File: src/design/wdrs_pkg.sv
// package: register layout, command codes and timing figures of the watchdog and reset cause
package wdrs_pkg;

  localparam logic [7:0] WDOG_CTRL_ADDR = 8'hFF;
  localparam logic [7:0] RST_CAUSE_ADDR = 8'hEF;

  localparam logic [7:0] CMD_ENABLE_RELOAD = 8'hA5;
  localparam logic [7:0] CMD_DISABLE_FIRST = 8'hDE;
  localparam logic [7:0] CMD_DISABLE_SECOND = 8'hAD;
  localparam logic [7:0] CMD_LOCKOUT = 8'hFF;

  localparam int CTRL_UPDATE_BIT = 7;
  localparam int CTRL_ACTIVE_BIT = 4;
  localparam int INTERVAL_LSB = 0;
  localparam int INTERVAL_W = 3;
  localparam logic [2:0] INTERVAL_RESET = 3'h7;

  localparam int CNT_W = 21;
  localparam int TIMEOUT_BASE_EXP = 3;
  localparam logic [2:0] DISABLE_GAP_CLKS = 3'h4;

  localparam int PIN_BIT = 0;
  localparam int POR_BIT = 1;
  localparam int MCD_BIT = 2;
  localparam int WDOG_BIT = 3;
  localparam int SW_BIT = 4;
  localparam int CMP_BIT = 5;
  localparam int CNV_BIT = 6;
  localparam logic [7:0] CAUSE_WRITABLE = 8'h66;
  localparam logic [7:0] CAUSE_RESET = 8'h00;

  localparam int PIN_STRETCH_CLKS = 12;
  localparam logic [3:0] STRETCH_LOAD = 4'hC;

  typedef struct packed {
    logic wr;
    logic rd;
    logic [7:0] addr;
    logic [7:0] wdata;
  } wdrs_sfr_req_t;

  typedef struct packed {
    logic pin;
    logic power_on;
    logic missing_clock;
    logic comparator;
    logic convert_start;
  } wdrs_src_t;

endpackage : wdrs_pkg

File: src/design/wdrs_sync.sv
// two-flop synchroniser bank for the asynchronous reset-source inputs
`timescale 1ns/1ps
`default_nettype none
module wdrs_sync #(
  parameter int W = 5
) (
  input wire logic clk_sys_i,
  input wire logic rst_n_i,
  input wire logic [W-1:0] async_i,
  output logic [W-1:0] sync_o
);

  logic [W-1:0] stage1;

  always_ff @(posedge clk_sys_i)
  begin
    if (!rst_n_i)
    begin
      stage1 <= '0;
      sync_o <= '0;
    end
    else
    begin
      stage1 <= async_i;
      sync_o <= stage1;
    end
  end

endmodule : wdrs_sync
`default_nettype wire

File: src/design/wdrs_top.sv
// watchdog control register, watchdog counter and reset cause register
`timescale 1ns/1ps
`default_nettype none
module wdrs_top (
  input wire logic clk_sys_i,
  input wire logic rst_n_i,
  input wire logic sfr_wr_i,
  input wire logic sfr_rd_i,
  input wire logic [7:0] sfr_addr_i,
  input wire logic [7:0] sfr_wdata_i,
  output logic [7:0] sfr_rdata_o,
  input wire logic pin_rst_n_i,
  input wire logic power_on_i,
  input wire logic missing_clock_i,
  input wire logic comparator_low_i,
  input wire logic convert_start_input_i,
  output logic sys_reset_o,
  output logic pin_drive_low_o
);

  // --------------------------------------------------------------
  // request bundling and input synchronisers
  // --------------------------------------------------------------
  wdrs_pkg::wdrs_sfr_req_t req;
  wdrs_pkg::wdrs_src_t src_async;
  wdrs_pkg::wdrs_src_t src;

  always_comb
  begin
    req.wr = sfr_wr_i;
    req.rd = sfr_rd_i;
    req.addr = sfr_addr_i;
    req.wdata = sfr_wdata_i;
    src_async.pin = ~pin_rst_n_i;
    src_async.power_on = power_on_i;
    src_async.missing_clock = missing_clock_i;
    src_async.comparator = comparator_low_i;
    src_async.convert_start = ~convert_start_input_i;
  end

  wdrs_sync #(
    .W($bits(wdrs_pkg::wdrs_src_t))
  ) u_sync (
    .clk_sys_i(clk_sys_i),
    .rst_n_i(rst_n_i),
    .async_i(src_async),
    .sync_o(src)
  );

  // --------------------------------------------------------------
  // register decode
  // --------------------------------------------------------------
  function automatic logic hit(input wdrs_pkg::wdrs_sfr_req_t r, input logic [7:0] a);
    hit = r.wr && (r.addr == a);
  endfunction : hit

  logic ctrl_wr;
  logic cause_wr;
  assign ctrl_wr = hit(req, wdrs_pkg::WDOG_CTRL_ADDR);
  assign cause_wr = hit(req, wdrs_pkg::RST_CAUSE_ADDR);

  // internal reset: sys_reset_o is a registered request, so the watchdog state
  // restarts one cycle after any source fires
  logic int_rst;
  assign int_rst = !rst_n_i || sys_reset_o;

  // --------------------------------------------------------------
  // watchdog control state
  // --------------------------------------------------------------
  logic wd_running;
  logic lockout;
  logic [2:0] interval;
  logic [2:0] gap_cnt;
  logic armed;
  logic [wdrs_pkg::CNT_W-1:0] count;

  // gap counter starts at the first disable code; second code must land within 4 clocks
  always_ff @(posedge clk_sys_i)
  begin
    if (int_rst)
    begin
      armed <= 1'b0;
      gap_cnt <= 3'h0;
    end
    else if (ctrl_wr && req.wdata == wdrs_pkg::CMD_DISABLE_FIRST)
    begin
      armed <= 1'b1;
      gap_cnt <= 3'h0;
    end
    else if (armed)
    begin
      gap_cnt <= gap_cnt + 3'h1;
      if (gap_cnt >= wdrs_pkg::DISABLE_GAP_CLKS - 3'h1 || ctrl_wr)
        armed <= 1'b0;
    end
  end

  always_ff @(posedge clk_sys_i)
  begin
    if (int_rst)
      lockout <= 1'b0;
    else if (ctrl_wr && req.wdata == wdrs_pkg::CMD_LOCKOUT)
      lockout <= 1'b1;
  end

  always_ff @(posedge clk_sys_i)
  begin
    if (int_rst)
      wd_running <= 1'b1;
    else if (ctrl_wr && req.wdata == wdrs_pkg::CMD_ENABLE_RELOAD)
      wd_running <= 1'b1;
    else if (ctrl_wr && req.wdata == wdrs_pkg::CMD_DISABLE_SECOND && armed && !lockout)
      wd_running <= 1'b0;
  end

  always_ff @(posedge clk_sys_i)
  begin
    if (int_rst)
      interval <= wdrs_pkg::INTERVAL_RESET;
    else if (ctrl_wr && !req.wdata[wdrs_pkg::CTRL_UPDATE_BIT])
      interval <= req.wdata[wdrs_pkg::INTERVAL_LSB +: wdrs_pkg::INTERVAL_W];
  end

  // --------------------------------------------------------------
  // watchdog counter and overflow
  // --------------------------------------------------------------
  // half of the limit 4^(3+sel) = 2^(6+2*sel), that is 2^(5+2*sel)
  function automatic logic [wdrs_pkg::CNT_W-1:0] limit_of(input logic [2:0] sel);
    logic [4:0] sh;
    sh = 5'(2 * (wdrs_pkg::TIMEOUT_BASE_EXP + int'(sel)) - 1);
    limit_of = wdrs_pkg::CNT_W'(1) << sh;
  endfunction : limit_of

  logic overflow;
  // >= so that shrinking the interval mid-count still overflows instead of waiting for a wrap
  assign overflow = wd_running && (count >= limit_of(interval) - wdrs_pkg::CNT_W'(1));

  // the counter runs to half the limit twice; half marks the second lap, whose end fires
  logic half;

  always_ff @(posedge clk_sys_i)
  begin
    if (int_rst || (ctrl_wr && req.wdata == wdrs_pkg::CMD_ENABLE_RELOAD))
    begin
      count <= '0;
      half <= 1'b0;
    end
    else if (wd_running)
    begin
      if (overflow)
      begin
        count <= '0;
        half <= 1'b1;
      end
      else
        count <= count + wdrs_pkg::CNT_W'(1);
    end
  end

  // --------------------------------------------------------------
  // reset generation
  // --------------------------------------------------------------
  logic sw_force;
  logic pin_force;
  logic [7:0] cause;
  logic [3:0] stretch;

  assign sw_force = cause_wr && req.wdata[wdrs_pkg::SW_BIT];
  assign pin_force = cause_wr && req.wdata[wdrs_pkg::PIN_BIT];

  logic wd_fire;
  logic cmp_fire;
  logic cnv_fire;
  logic mcd_fire;
  assign wd_fire = overflow && half;
  assign cmp_fire = cause[wdrs_pkg::CMP_BIT] && src.comparator;
  assign cnv_fire = cause[wdrs_pkg::CNV_BIT] && src.convert_start;
  assign mcd_fire = cause[wdrs_pkg::MCD_BIT] && src.missing_clock;

  logic any_fire;
  assign any_fire = wd_fire || cmp_fire || cnv_fire || mcd_fire || sw_force || pin_force
    || src.pin || src.power_on;

  always_ff @(posedge clk_sys_i)
  begin
    if (!rst_n_i)
      sys_reset_o <= 1'b0;
    else
      sys_reset_o <= any_fire && !sys_reset_o;
  end

  // software pin reset drives the pin low for a short stretch
  always_ff @(posedge clk_sys_i)
  begin
    if (!rst_n_i)
      stretch <= 4'h0;
    else if (pin_force)
      stretch <= wdrs_pkg::STRETCH_LOAD;
    else if (stretch != 4'h0)
      stretch <= stretch - 4'h1;
  end

  always_ff @(posedge clk_sys_i)
  begin
    if (!rst_n_i)
      pin_drive_low_o <= 1'b0;
    else
      pin_drive_low_o <= pin_force || (stretch > 4'h1);
  end

  // --------------------------------------------------------------
  // reset cause register
  // --------------------------------------------------------------
  // flags latch on the reset event; the enable bits double as flags, so a reset from
  // another source disarms them and software must re-arm after such a reset; the source that fired stays armed
  always_ff @(posedge clk_sys_i)
  begin
    if (!rst_n_i)
      cause <= wdrs_pkg::CAUSE_RESET;
    else if (any_fire && !sys_reset_o)
    begin
      cause[wdrs_pkg::PIN_BIT] <= src.pin || pin_force;
      cause[wdrs_pkg::POR_BIT] <= src.power_on;
      cause[wdrs_pkg::MCD_BIT] <= mcd_fire;
      cause[wdrs_pkg::WDOG_BIT] <= wd_fire;
      cause[wdrs_pkg::SW_BIT] <= sw_force;
      cause[wdrs_pkg::CMP_BIT] <= cmp_fire;
      cause[wdrs_pkg::CNV_BIT] <= cnv_fire;
      cause[7] <= 1'b0;
    end
    else if (cause_wr)
      cause <= (cause & ~wdrs_pkg::CAUSE_WRITABLE) | (req.wdata & wdrs_pkg::CAUSE_WRITABLE);
  end

  // --------------------------------------------------------------
  // read data
  // --------------------------------------------------------------
  logic [7:0] next_rdata;

  always_comb
  begin
    next_rdata = 8'h00;
    if (req.rd && req.addr == wdrs_pkg::WDOG_CTRL_ADDR)
    begin
      next_rdata[wdrs_pkg::CTRL_ACTIVE_BIT] = wd_running;
      next_rdata[wdrs_pkg::INTERVAL_LSB +: wdrs_pkg::INTERVAL_W] = interval;
    end
    else if (req.rd && req.addr == wdrs_pkg::RST_CAUSE_ADDR)
      next_rdata = cause;
  end

  always_ff @(posedge clk_sys_i)
  begin
    if (!rst_n_i)
      sfr_rdata_o <= 8'h00;
    else
      sfr_rdata_o <= next_rdata;
  end

endmodule : wdrs_top
`default_nettype wire

File: config.mk
export PLATFORM = sky130hd
export DESIGN_NAME = wdrs_top
export DESIGN_NICKNAME = d
export VERILOG_FILES = /design/src/design/wdrs_pkg.sv /design/src/design/wdrs_sync.sv /design/src/design/wdrs_top.sv
export SDC_FILE = /design/constraint.sdc
export NUM_CORES = 1
export LEC_CHECK = 0
export ABC_CLOCK_PERIOD_IN_PS = 3900
export BUFFER_PORTS_ARGS = -buffer_cell sky130_fd_sc_hd__buf_4
export CORE_ASPECT_RATIO = 0.8
export CORE_MARGIN = 8
export CORE_UTILIZATION = 35
export CTS_CLUSTER_SIZE = 28
export DETAILED_ROUTE_END_ITERATION = 8
export HOLD_SLACK_MARGIN = 0.06
export PLACE_DENSITY = 0.54
export SETUP_SLACK_MARGIN = 0.3
export SLEW_MARGIN = 20
export SYNTH_ARGS = -nofsm -noshare
export SYNTH_HDL_FRONTEND = slang
export SYNTH_SLANG_ARGS = --single-unit
File: constraint.sdc
create_clock -name clk_sys_i -period 3.9 [get_ports clk_sys_i]
set_clock_uncertainty 0.1 [all_clocks]
set_input_delay 0.78 -clock clk_sys_i [delete_from_list [all_inputs] [get_ports clk_sys_i]]
set_output_delay 0.78 -clock clk_sys_i [all_outputs]
set_load 0.01 [all_outputs]
After elaboration in Yosys (flattened, before gate mapping)
Cells that the tools add are included.

Bits in registers: 63. Input bits: 25. Output and inout bits: 10. Logic and storage cells: 93.

$add $sub $neg: 6. Magnitude comparators: 3. Equality and inequality tests: 6. Shifts and indexed selects: 1. Muxes and demuxes: 11. Bitwise operators: 5. Reductions and logical operators: 44.

Operators with widths (number): equality test 8 bit, second input constant (6); adder 21 x 1 -> 21 bit, second input constant (1); greater-or-equal comparator 21 bit (1); 2-to-1 mux 21 bit (1); << shifter 1 x 5 -> 21 bit, first input constant (1); subtractor 21 x 1 -> 21 bit, second input constant (1); logical AND 1 bit (19); 2-to-1 mux 7 bit (2); logical OR 1 bit (12); 2-to-1 mux 4 bit (2); OR 8 x 7 -> 8 bit (1); OR reduction 2 bit (4); 2-to-1 mux 5 bit (1); subtractor 5 x 1 -> 5 bit, second input constant (1); adder 2 x 3 -> 4 bit, first input constant (1); greater-than comparator 4 x 1 -> 1 bit, second input constant (1); logical NOT 1 bit (4); 2-to-1 mux 1 bit (4); NOT 1 bit (4); nonzero test 2 bit (2); nonzero test 4 bit (1); subtractor 4 x 1 -> 4 bit, second input constant (1); adder 3 x 1 -> 3 bit, second input constant (1); greater-or-equal comparator 3 x 2 -> 1 bit, second input constant (1); other kinds (3) (3).

Depth between registers and ports, before layout
Gate-level depths: netlist of the first run.

Depth in word-level cells: 16. Mapped depth: 20. Mapped depth without buffers: 18.

Modules after synthesis
From an unflattened synthesis of the first run, not the netlist that was laid out.

Cell total of the unflattened synthesis: 416. Area, all modules: 3687.3 um^2.

Modules (own cells, without submodules): wdrs_top (instances 1, cells each 396, area each 3424.5 um^2); wdrs_sync (instances 1, cells each 20, area each 262.8 um^2).

Least setup slack after synthesis of the first run
No wires, ideal clock.

Path type: flip-flop to flip-flop. Start point: register interval[0]. End point: register count[11] (netlist name). Data arrival time: 3844 ps. Data required time: 3722 ps. Slack: -122 ps. Cell stages (with the launch flop): 20. Buffers on the path: 2. Period minus slack after synthesis: 4022 ps. Cell sequence: dfxtp_1 > inv_1 > ha_1 > xor2_1 > o311a_1 > nor2_1 > nand2_1 > ha_1 > inv_1 > nand3_1 > o21ai_0 > a22oi_1 > ha_1 > and4_1 > a2111oi_0 > o31a_1 > buf_2 > a21boi_2 > buf_2 > nor3_1.

Cells in the longest elaborated chain, start to end: 7.

Ends and longest elaborated chain: start: declaration (line wdrs_top.sv:72) `logic [2:0] interval;`; start signal: assignment (line wdrs_top.sv:119) `interval <= wdrs_pkg::INTERVAL_RESET;`; start signal: assignment (line wdrs_top.sv:121) `interval <= req.wdata[wdrs_pkg::INTERVAL_LSB +: wdrs_pkg::INTERVAL_W];`; adder 2 x 3 -> 4 bit (line wdrs_top.sv:130) `sh = 5'(2 * (wdrs_pkg::TIMEOUT_BASE_EXP + int'(sel)) - 1);`; subtractor 5 x 1 -> 5 bit (line wdrs_top.sv:130); << shifter 1 x 5 -> 21 bit (line wdrs_top.sv:131) `limit_of = wdrs_pkg::CNT_W'(1) << sh;`; subtractor 21 x 1 -> 21 bit (line wdrs_top.sv:136) `assign overflow = wd_running && (count >= limit_of(interval) - wdrs_pkg::CNT_W'(1));`; greater-or-equal comparator 21 bit (line wdrs_top.sv:136); logical AND 1 bit (line wdrs_top.sv:136); 2-to-1 mux 21 bit (line wdrs_top.sv:150) `if (overflow)`; end signal: assignment (line wdrs_top.sv:156) `count <= count + wdrs_pkg::CNT_W'(1);`; end: declaration (line wdrs_top.sv:75) `logic [wdrs_pkg::CNT_W-1:0] count;`.

Every way passes these cells. A chain may end at the register's enable or synchronous reset.

Worst setup path in the final report of the first run
Start point: register interval[0]. End point: register count[5] (netlist name).

The elaborated chain is that of the path after synthesis.

==> metrics, run 1 <==
slowest stage delay, CP 380 ps; CTS Buf Count 9; Syn Std Cell Area 3560 um2; # rows 33; ys async rst share 0%; hold depth 1; grt total ovfl 0; Fin. Hold Viols 0; final setup fails 0; final wirelength 9.42 mm; FF-to-FF path depth 19; Rel. slew slack 65.8%; synth warn 0; via total after detailed routing 3308; top cells by area, synth dfxtp_1 (34%), ha_1 (11%), nor3_1 (4.1%), nand2_1 (4.0%), nor2_1 (4.0%); Core ar. 10100 um2; Nets 569; post-layout util 49.5%; Synth Area in XOR/XNOR 5.66%; fmax 0.266 GHz; Synth Area in Adders 11.3%; ANT nets after route 0; CTS clk-pin slew, worst paths 60 ps; Cell variety after synth 53; Synth Flop Type dfxtp_1; Slew Limit Fails 0; die height 106 um; DRC Markers 0; status complete, no violations; port bufs 33; vias in the first global route 3203; clk sink count 61; endpoint type of the worst setup path flop; top post-synthesis cells by count dfxtp_1 (61), nand2_1 (38), nor2_1 (38), ha_1 (32), nor3_1 (29); Longest Clk Path Bufs 2; most frequent cell after synthesis dfxtp_1; Die Width 129 um; syn avg cell area 8.43 um2; Ant. Diodes 0; layout cells sized above 1 31.7%; WS Path Type flop to flop; leading area contributor after synthesis dfxtp_1; DR iter-0 viols 201; sequential area share after synthesis 34.3%; Hold WS 336 ps; I/O pin count 35; fin crit period 3750 ps; routed len/inst 14.3 um; H-tree levels 3; # fillers 947; Mapped Cells 422; maximum vdd drop 0.000306 V; Simple-Gate Fraction of Synth Area 27.3%; initial antenna violation count 0; HPWL Detailed 6.79 mm; Worst-Skew Late Latency 330 ps; critical path buffer and inverter count 5; DP Area 4330 um2; Via-to-Cell Ratio 5.04; Total Routing Usage GR 14.4%; starting density of the core 35.3%; cell area after layout 4980 um2; area grow syn2layout 40.1%; CP max FO 5; crit-path cells inv_4 -> ha_4 -> nor2b_2 -> a211oi_4 -> nor2_4 -> nand2_2 -> ha_4 -> o221ai_4 -> buf_6 -> and2_4 -> a211o_1 -> ha_4 -> nand4_1 -> buf_4 -> buf_4 -> o31a_1 -> a21boi_4 -> buf_4 -> nor3_1; TritonRoute pass-1 iters 4; setup_tns 0 ps; number of stages on the worst setup path 19; #FFs+latches synth 61; WP data arrival 3860 ps; largest family of logic cells by synthesized area simple AND/OR/NAND/NOR gates; die area 13700 um2; setup ws final 147 ps; Synth Net Count 479; crit start category flop; routability cong. 0.802; pre-CTS setup slack -479 ps; largest net degree at the start of global routing 26; Post-CTS Hold Buffers 0; delay-heaviest family, CP compound AO/OA/AOI/OAI gates; Max Cap Viol 0; CTS tree yes; Cell Pwr Density 345 nW/um2; crit path max-delay cell type dfxtp_4; actual slew at the worst max-slew pin 509 ps; clk root buf clkbuf_16; critical path required time 4010 ps; first-pass GRT wire length 15.8 mm; compound-cell area share of the yosys netlist 12.5%; fin crit share 96.2%; HP Class flop to flop; proportion of synthesized area in mux cells 5.24%; leakage 0.00214 uW; RSZ-0062 raised after global routing true; EDFF count, synth 0; Synth top area share 34.3%
==> state kept, by name, summed over array words and instances (netlist names) <==
signal,count
stretch,4
u_sync.stage1,5
half,1
interval,3
sfr_rdata_o,7
lockout,1
wd_running,1
armed,1
count,21
cause,7
pin_drive_low_o,1
sys_reset_o,1
gap_cnt,3
u_sync.sync_o,5
==> power by group <==
group	switching [uW]	internal [uW]
registers	24.6	653
clock network	305	566
logic	83.3	88.6
==> layout by cell type (no fill, tap or decap), types with 10 or more instances in the layout <==
master,synthesis,routed
nand2_1,38,34
and2_1,16,15
mux2i_1,13,13
nand4_1,14,14
dfxtp_1,61,59
ha_1,32,27
xnor2_1,12,10
nand3_1,18,17
nor3_1,29,27
buf_4,2,91
a21oi_1,17,14
xor2_1,11,10
nor2_1,38,37
==> routing by layer <==
layer	track usage [%]	vias to the layer above	routed length [um]
met5	0	-	0
met4	4.02	0	106
met3	4.25	8	464
met2	21.6	67	4180
met1	19.6	1544	4670
li1	-	1689	-
==> logic make-up after synthesis <==
logic type,after synthesis
AND/OR/NAND/NOR,190
AO/OA/AOI/OAI,67
flip-flops,61
adder cells (fa/ha/maj),32
buffers and inverters,30
XOR/XNOR,23
multiplexers,18
other,1
==> path summary, 6_finish.rpt <==
check	slack, ps	end	from
setup / recovery	150	count[5]	interval[0]
hold / removal	340	u_sync.sync_o[4]	u_sync.stage1[4]
setup reg to reg	150	count[5]	interval[0]
hold reg to reg	340	u_sync.sync_o[4]	u_sync.stage1[4]
==> timing repair <==
action / CTS / global route
resized for setup: 24 / 10
endpoints found under the setup margin: 30 / 30
pin swaps: 17 / 14
buffers inserted: 22 / 3
cloned: 0 / 0
==> metrics by stage <==
stage,instances,power (uW)
final,657,1720
after floorplan,422,803
after global placement,616,858
after CTS,654,1740
after global routing,657,1800
after detailed placement,616,859
==> final cells by class <==
cell class	count	area [um2]	share of cell area, %
Timing Repair Buffer	96	748	15.0
Clock buffer	10	229	4.59
Multi-Input combinational cell	331	2450	49.2
Sequential cell	61	1230	24.6
Clock inverter	6	95.1	1.91
Tap cell	140	175	3.51
Inverter	13	56.3	1.13
No activity file was read; power rests on OpenSTA's default activity.
==> run 2: changes to the inputs <==
--- a/config.mk
+++ b/config.mk
@@ -7,13 +7,15 @@
 export LEC_CHECK = 0
 export ABC_CLOCK_PERIOD_IN_PS = 3900
 export BUFFER_PORTS_ARGS = -buffer_cell sky130_fd_sc_hd__buf_4
+export CELL_PAD_IN_SITES_DETAIL_PLACEMENT = 1
+export CELL_PAD_IN_SITES_GLOBAL_PLACEMENT = 2
 export CORE_ASPECT_RATIO = 0.8
 export CORE_MARGIN = 8
-export CORE_UTILIZATION = 35
+export CORE_UTILIZATION = 32
 export CTS_CLUSTER_SIZE = 28
 export DETAILED_ROUTE_END_ITERATION = 8
 export HOLD_SLACK_MARGIN = 0.06
-export PLACE_DENSITY = 0.54
+export PLACE_DENSITY = 0.72
 export SETUP_SLACK_MARGIN = 0.3
 export SLEW_MARGIN = 20
 export SYNTH_ARGS = -nofsm -noshare
==> metrics, run 2 (synthesized netlist as in run 1, its figures left out) <==
CTS clk-pin slew, worst paths 60 ps (about the same); routability cong. 0.809 (was 0.802); most frequent cells in the layout dfxtp_1 (59), buf_4 (50), nor2_1 (36) (was buf_4 (91), dfxtp_1 (59), nor2_1 (37)); Nets 527 (was 569); critical path required time 4020 ps (was 4010 ps); Placed Instances 592 (was 616); actual slew at the worst max-slew pin 564 ps (was 509 ps); Rel. slew slack 62.4% (was 65.8%); DR iter-0 viols 141 (was 201); layout cells sized above 1 26.3% (was 31.7%); endpoint type of the worst setup path flop (unchanged); I/O pin count 35 (unchanged); TritonRoute pass-1 iters 4 (unchanged); RSZ-0062 raised after global routing true (unchanged); area grow syn2layout 32.2% (was 40.1%); origin of the critical flop-to-flop path interval[0] (unchanged); Via-to-Cell Ratio 5.12 (was 5.04); FF-to-FF path depth 18 (was 19); DRC Markers 0 (unchanged); critical path buffer and inverter count 2 (was 5); delay-heaviest family, CP simple AND/OR/NAND/NOR gates (was compound AO/OA/AOI/OAI gates); largest reg by FF count count (unchanged); H-tree levels 3 (unchanged); largest net degree at the start of global routing 26 (unchanged); Finished Layout Cells 619 (was 657); slowest stage delay, CP 360 ps (was 380 ps); HPWL Detailed 7.53 mm (was 6.79 mm); HP Class flop to flop (unchanged); R2R Setup Slk 170 ps (was 150 ps); Slew Limit Fails 0 (unchanged); # fillers 1263 (was 947); Longest Clk Path Bufs 2 (unchanged); # rows 34 (was 33); post-layout util 43.3% (was 49.5%); CP max FO 7 (was 5); Die Width 134 um (was 129 um); maximum vdd drop 0.000275 V (was 0.000306 V); Core ar. 10800 um2 (was 10100 um2); ANT nets after route 0 (unchanged); clk sink count 61 (unchanged); Hold WS 336 ps (about the same); Total Routing Usage GR 14.3% (was 14.4%); worst r2r dst cause[0] (was count[5]); final setup fails 0 (unchanged); first-pass GRT wire length 16.8 mm (was 15.8 mm); status complete, no violations (unchanged); CTS tree yes (unchanged); Ant. Diodes 0 (unchanged); clk root buf clkbuf_16 (unchanged); grt total ovfl 0 (unchanged); vias in the first global route 3293 (was 3203); min-delay src u_sync.stage1[0] (was u_sync.stage1[4]); Top Registers count x21, cause x7, sfr_rdata_o x7 (unchanged); WS Path Type flop to flop (unchanged); Worst-Skew Late Latency 340 ps (was 330 ps); fmax 0.268 GHz (was 0.266 GHz); CP dominant cell by count ha_4; Hold EP u_sync.sync_o[0] (was u_sync.sync_o[4]); commonest non-fill, non-tap cell in the layout dfxtp_1 (was buf_4); fin crit period 3730 ps (was 3750 ps); starting density of the core 32.8% (was 35.3%); crit-path cells inv_2 -> ha_4 -> nand2_4 -> a211oi_4 -> nor2_4 -> nand2_2 -> ha_4 -> o221ai_4 -> nand2b_4 -> a211o_1 -> ha_4 -> nand4_1 -> nor4_1 -> o21a_1 -> o211ai_1 -> nor3b_4 -> buf_12 -> mux2i_1 (was inv_4 -> ha_4 -> nor2b_2 -> a211oi_4 -> nor2_4 -> nand2_2 -> ha_4 -> o221ai_4 -> buf_6 -> and2_4 -> a211o_1 -> ha_4 -> nand4_1 -> buf_4 -> buf_4 -> o31a_1 -> a21boi_4 -> buf_4 -> nor3_1); die height 110 um (was 106 um); Total Power 1670 uW (was 1720 uW); Cell Pwr Density 355 nW/um2 (was 345 nW/um2); WP data arrival 3850 ps (was 3860 ps); CTS Buf Count 9 (unchanged); leakage 0.00191 uW (was 0.00214 uW); crit start category flop (unchanged); Post-CTS Hold Buffers 0 (unchanged); max reg flops 21 (unchanged); Fin. Hold Viols 0 (unchanged); crit path max-delay cell type dfxtp_4 (unchanged); port bufs 33 (unchanged); die area 14800 um2 (was 13700 um2); Max Cap Viol 0 (unchanged); routed len/inst 15.9 um (was 14.3 um); final wirelength 9.85 mm (was 9.42 mm); initial antenna violation count 0 (unchanged); fin crit share 95.6% (was 96.2%); via total after detailed routing 3168 (was 3308); hold depth 1 (unchanged)
-- run 2: cell types whose count changed in the layout (fill, tap and decap cells not counted), moves of 2 or more --
cell / change
buf_6: -2
nor3_2: +2
xnor2_2: -2
o21ai_0: -3
xnor2_1: +2
o21ai_1: +3
nor3_1: -2
buf_4: -41
-- run 2: cell type report --
| cell class | count | area, um2 | share of cell area (%) |
|---|---|---|---|
| well taps | 144 | 180 | 3.83 |
| inverters | 13 | 53.8 | 1.14 |
| clock buffers | 9 | 225 | 4.79 |
| multi-input cells | 331 | 2500 | 53.1 |
| repair buffers | 54 | 438 | 9.31 |
| clock inverters | 7 | 81.3 | 1.73 |
| flip-flops and latches | 61 | 1230 | 26.1 |
-- run 2: repair_timing --
| item | in CTS | in global routing |
|---|---|---|
| pin swaps | 19 | 16 |
| setup buffers | 8 | 3 |
| endpoints found under the setup margin | 30 | 30 |
| resized for setup | 24 | 15 |
-- run 2: per-layer routing --
layer  share of wire (%)  track usage, %
met1                  51            18.9
met2                  45            22.7
met3                 2.5            3.44
met4                 1.0            4.08
met5                   0               0
-- run 2: worst max path at each step --
stage	start	end	slack, ps	cells after the start
floorplan	interval[0]	count[11]	300	18
global route	interval[0]	cause[0]	-40	18
detailed placement	interval[0]	cause[6]	-110	19
finish	interval[0]	cause[0]	170	18
CTS	interval[1]	cause[0]	210	18
global placement	interval[0]	cause[1]	110	19
-- run 2: per-stage QoR --
stage | setup slack (ps) | area, um2 | setup TNS [ps]
2_1_floorplan | 304 | 3690 | 0
3_3_place_gp | 113 | 4140 | 0
5_1_grt | -42.6 | 4700 | -190
3_5_place_dp | -105 | 4140 | -612
4_1_cts | 215 | 4600 | 0
6_report | 172 | 4700 | 0
-- run 2: report_power, final --
group	switching (uW)	leakage, uW	internal, uW
Clock	312	0.000147	502
Combinational	88.7	0.00127	90.6
Sequential	25.7	0.000495	653
Total	426	0.00191	1240
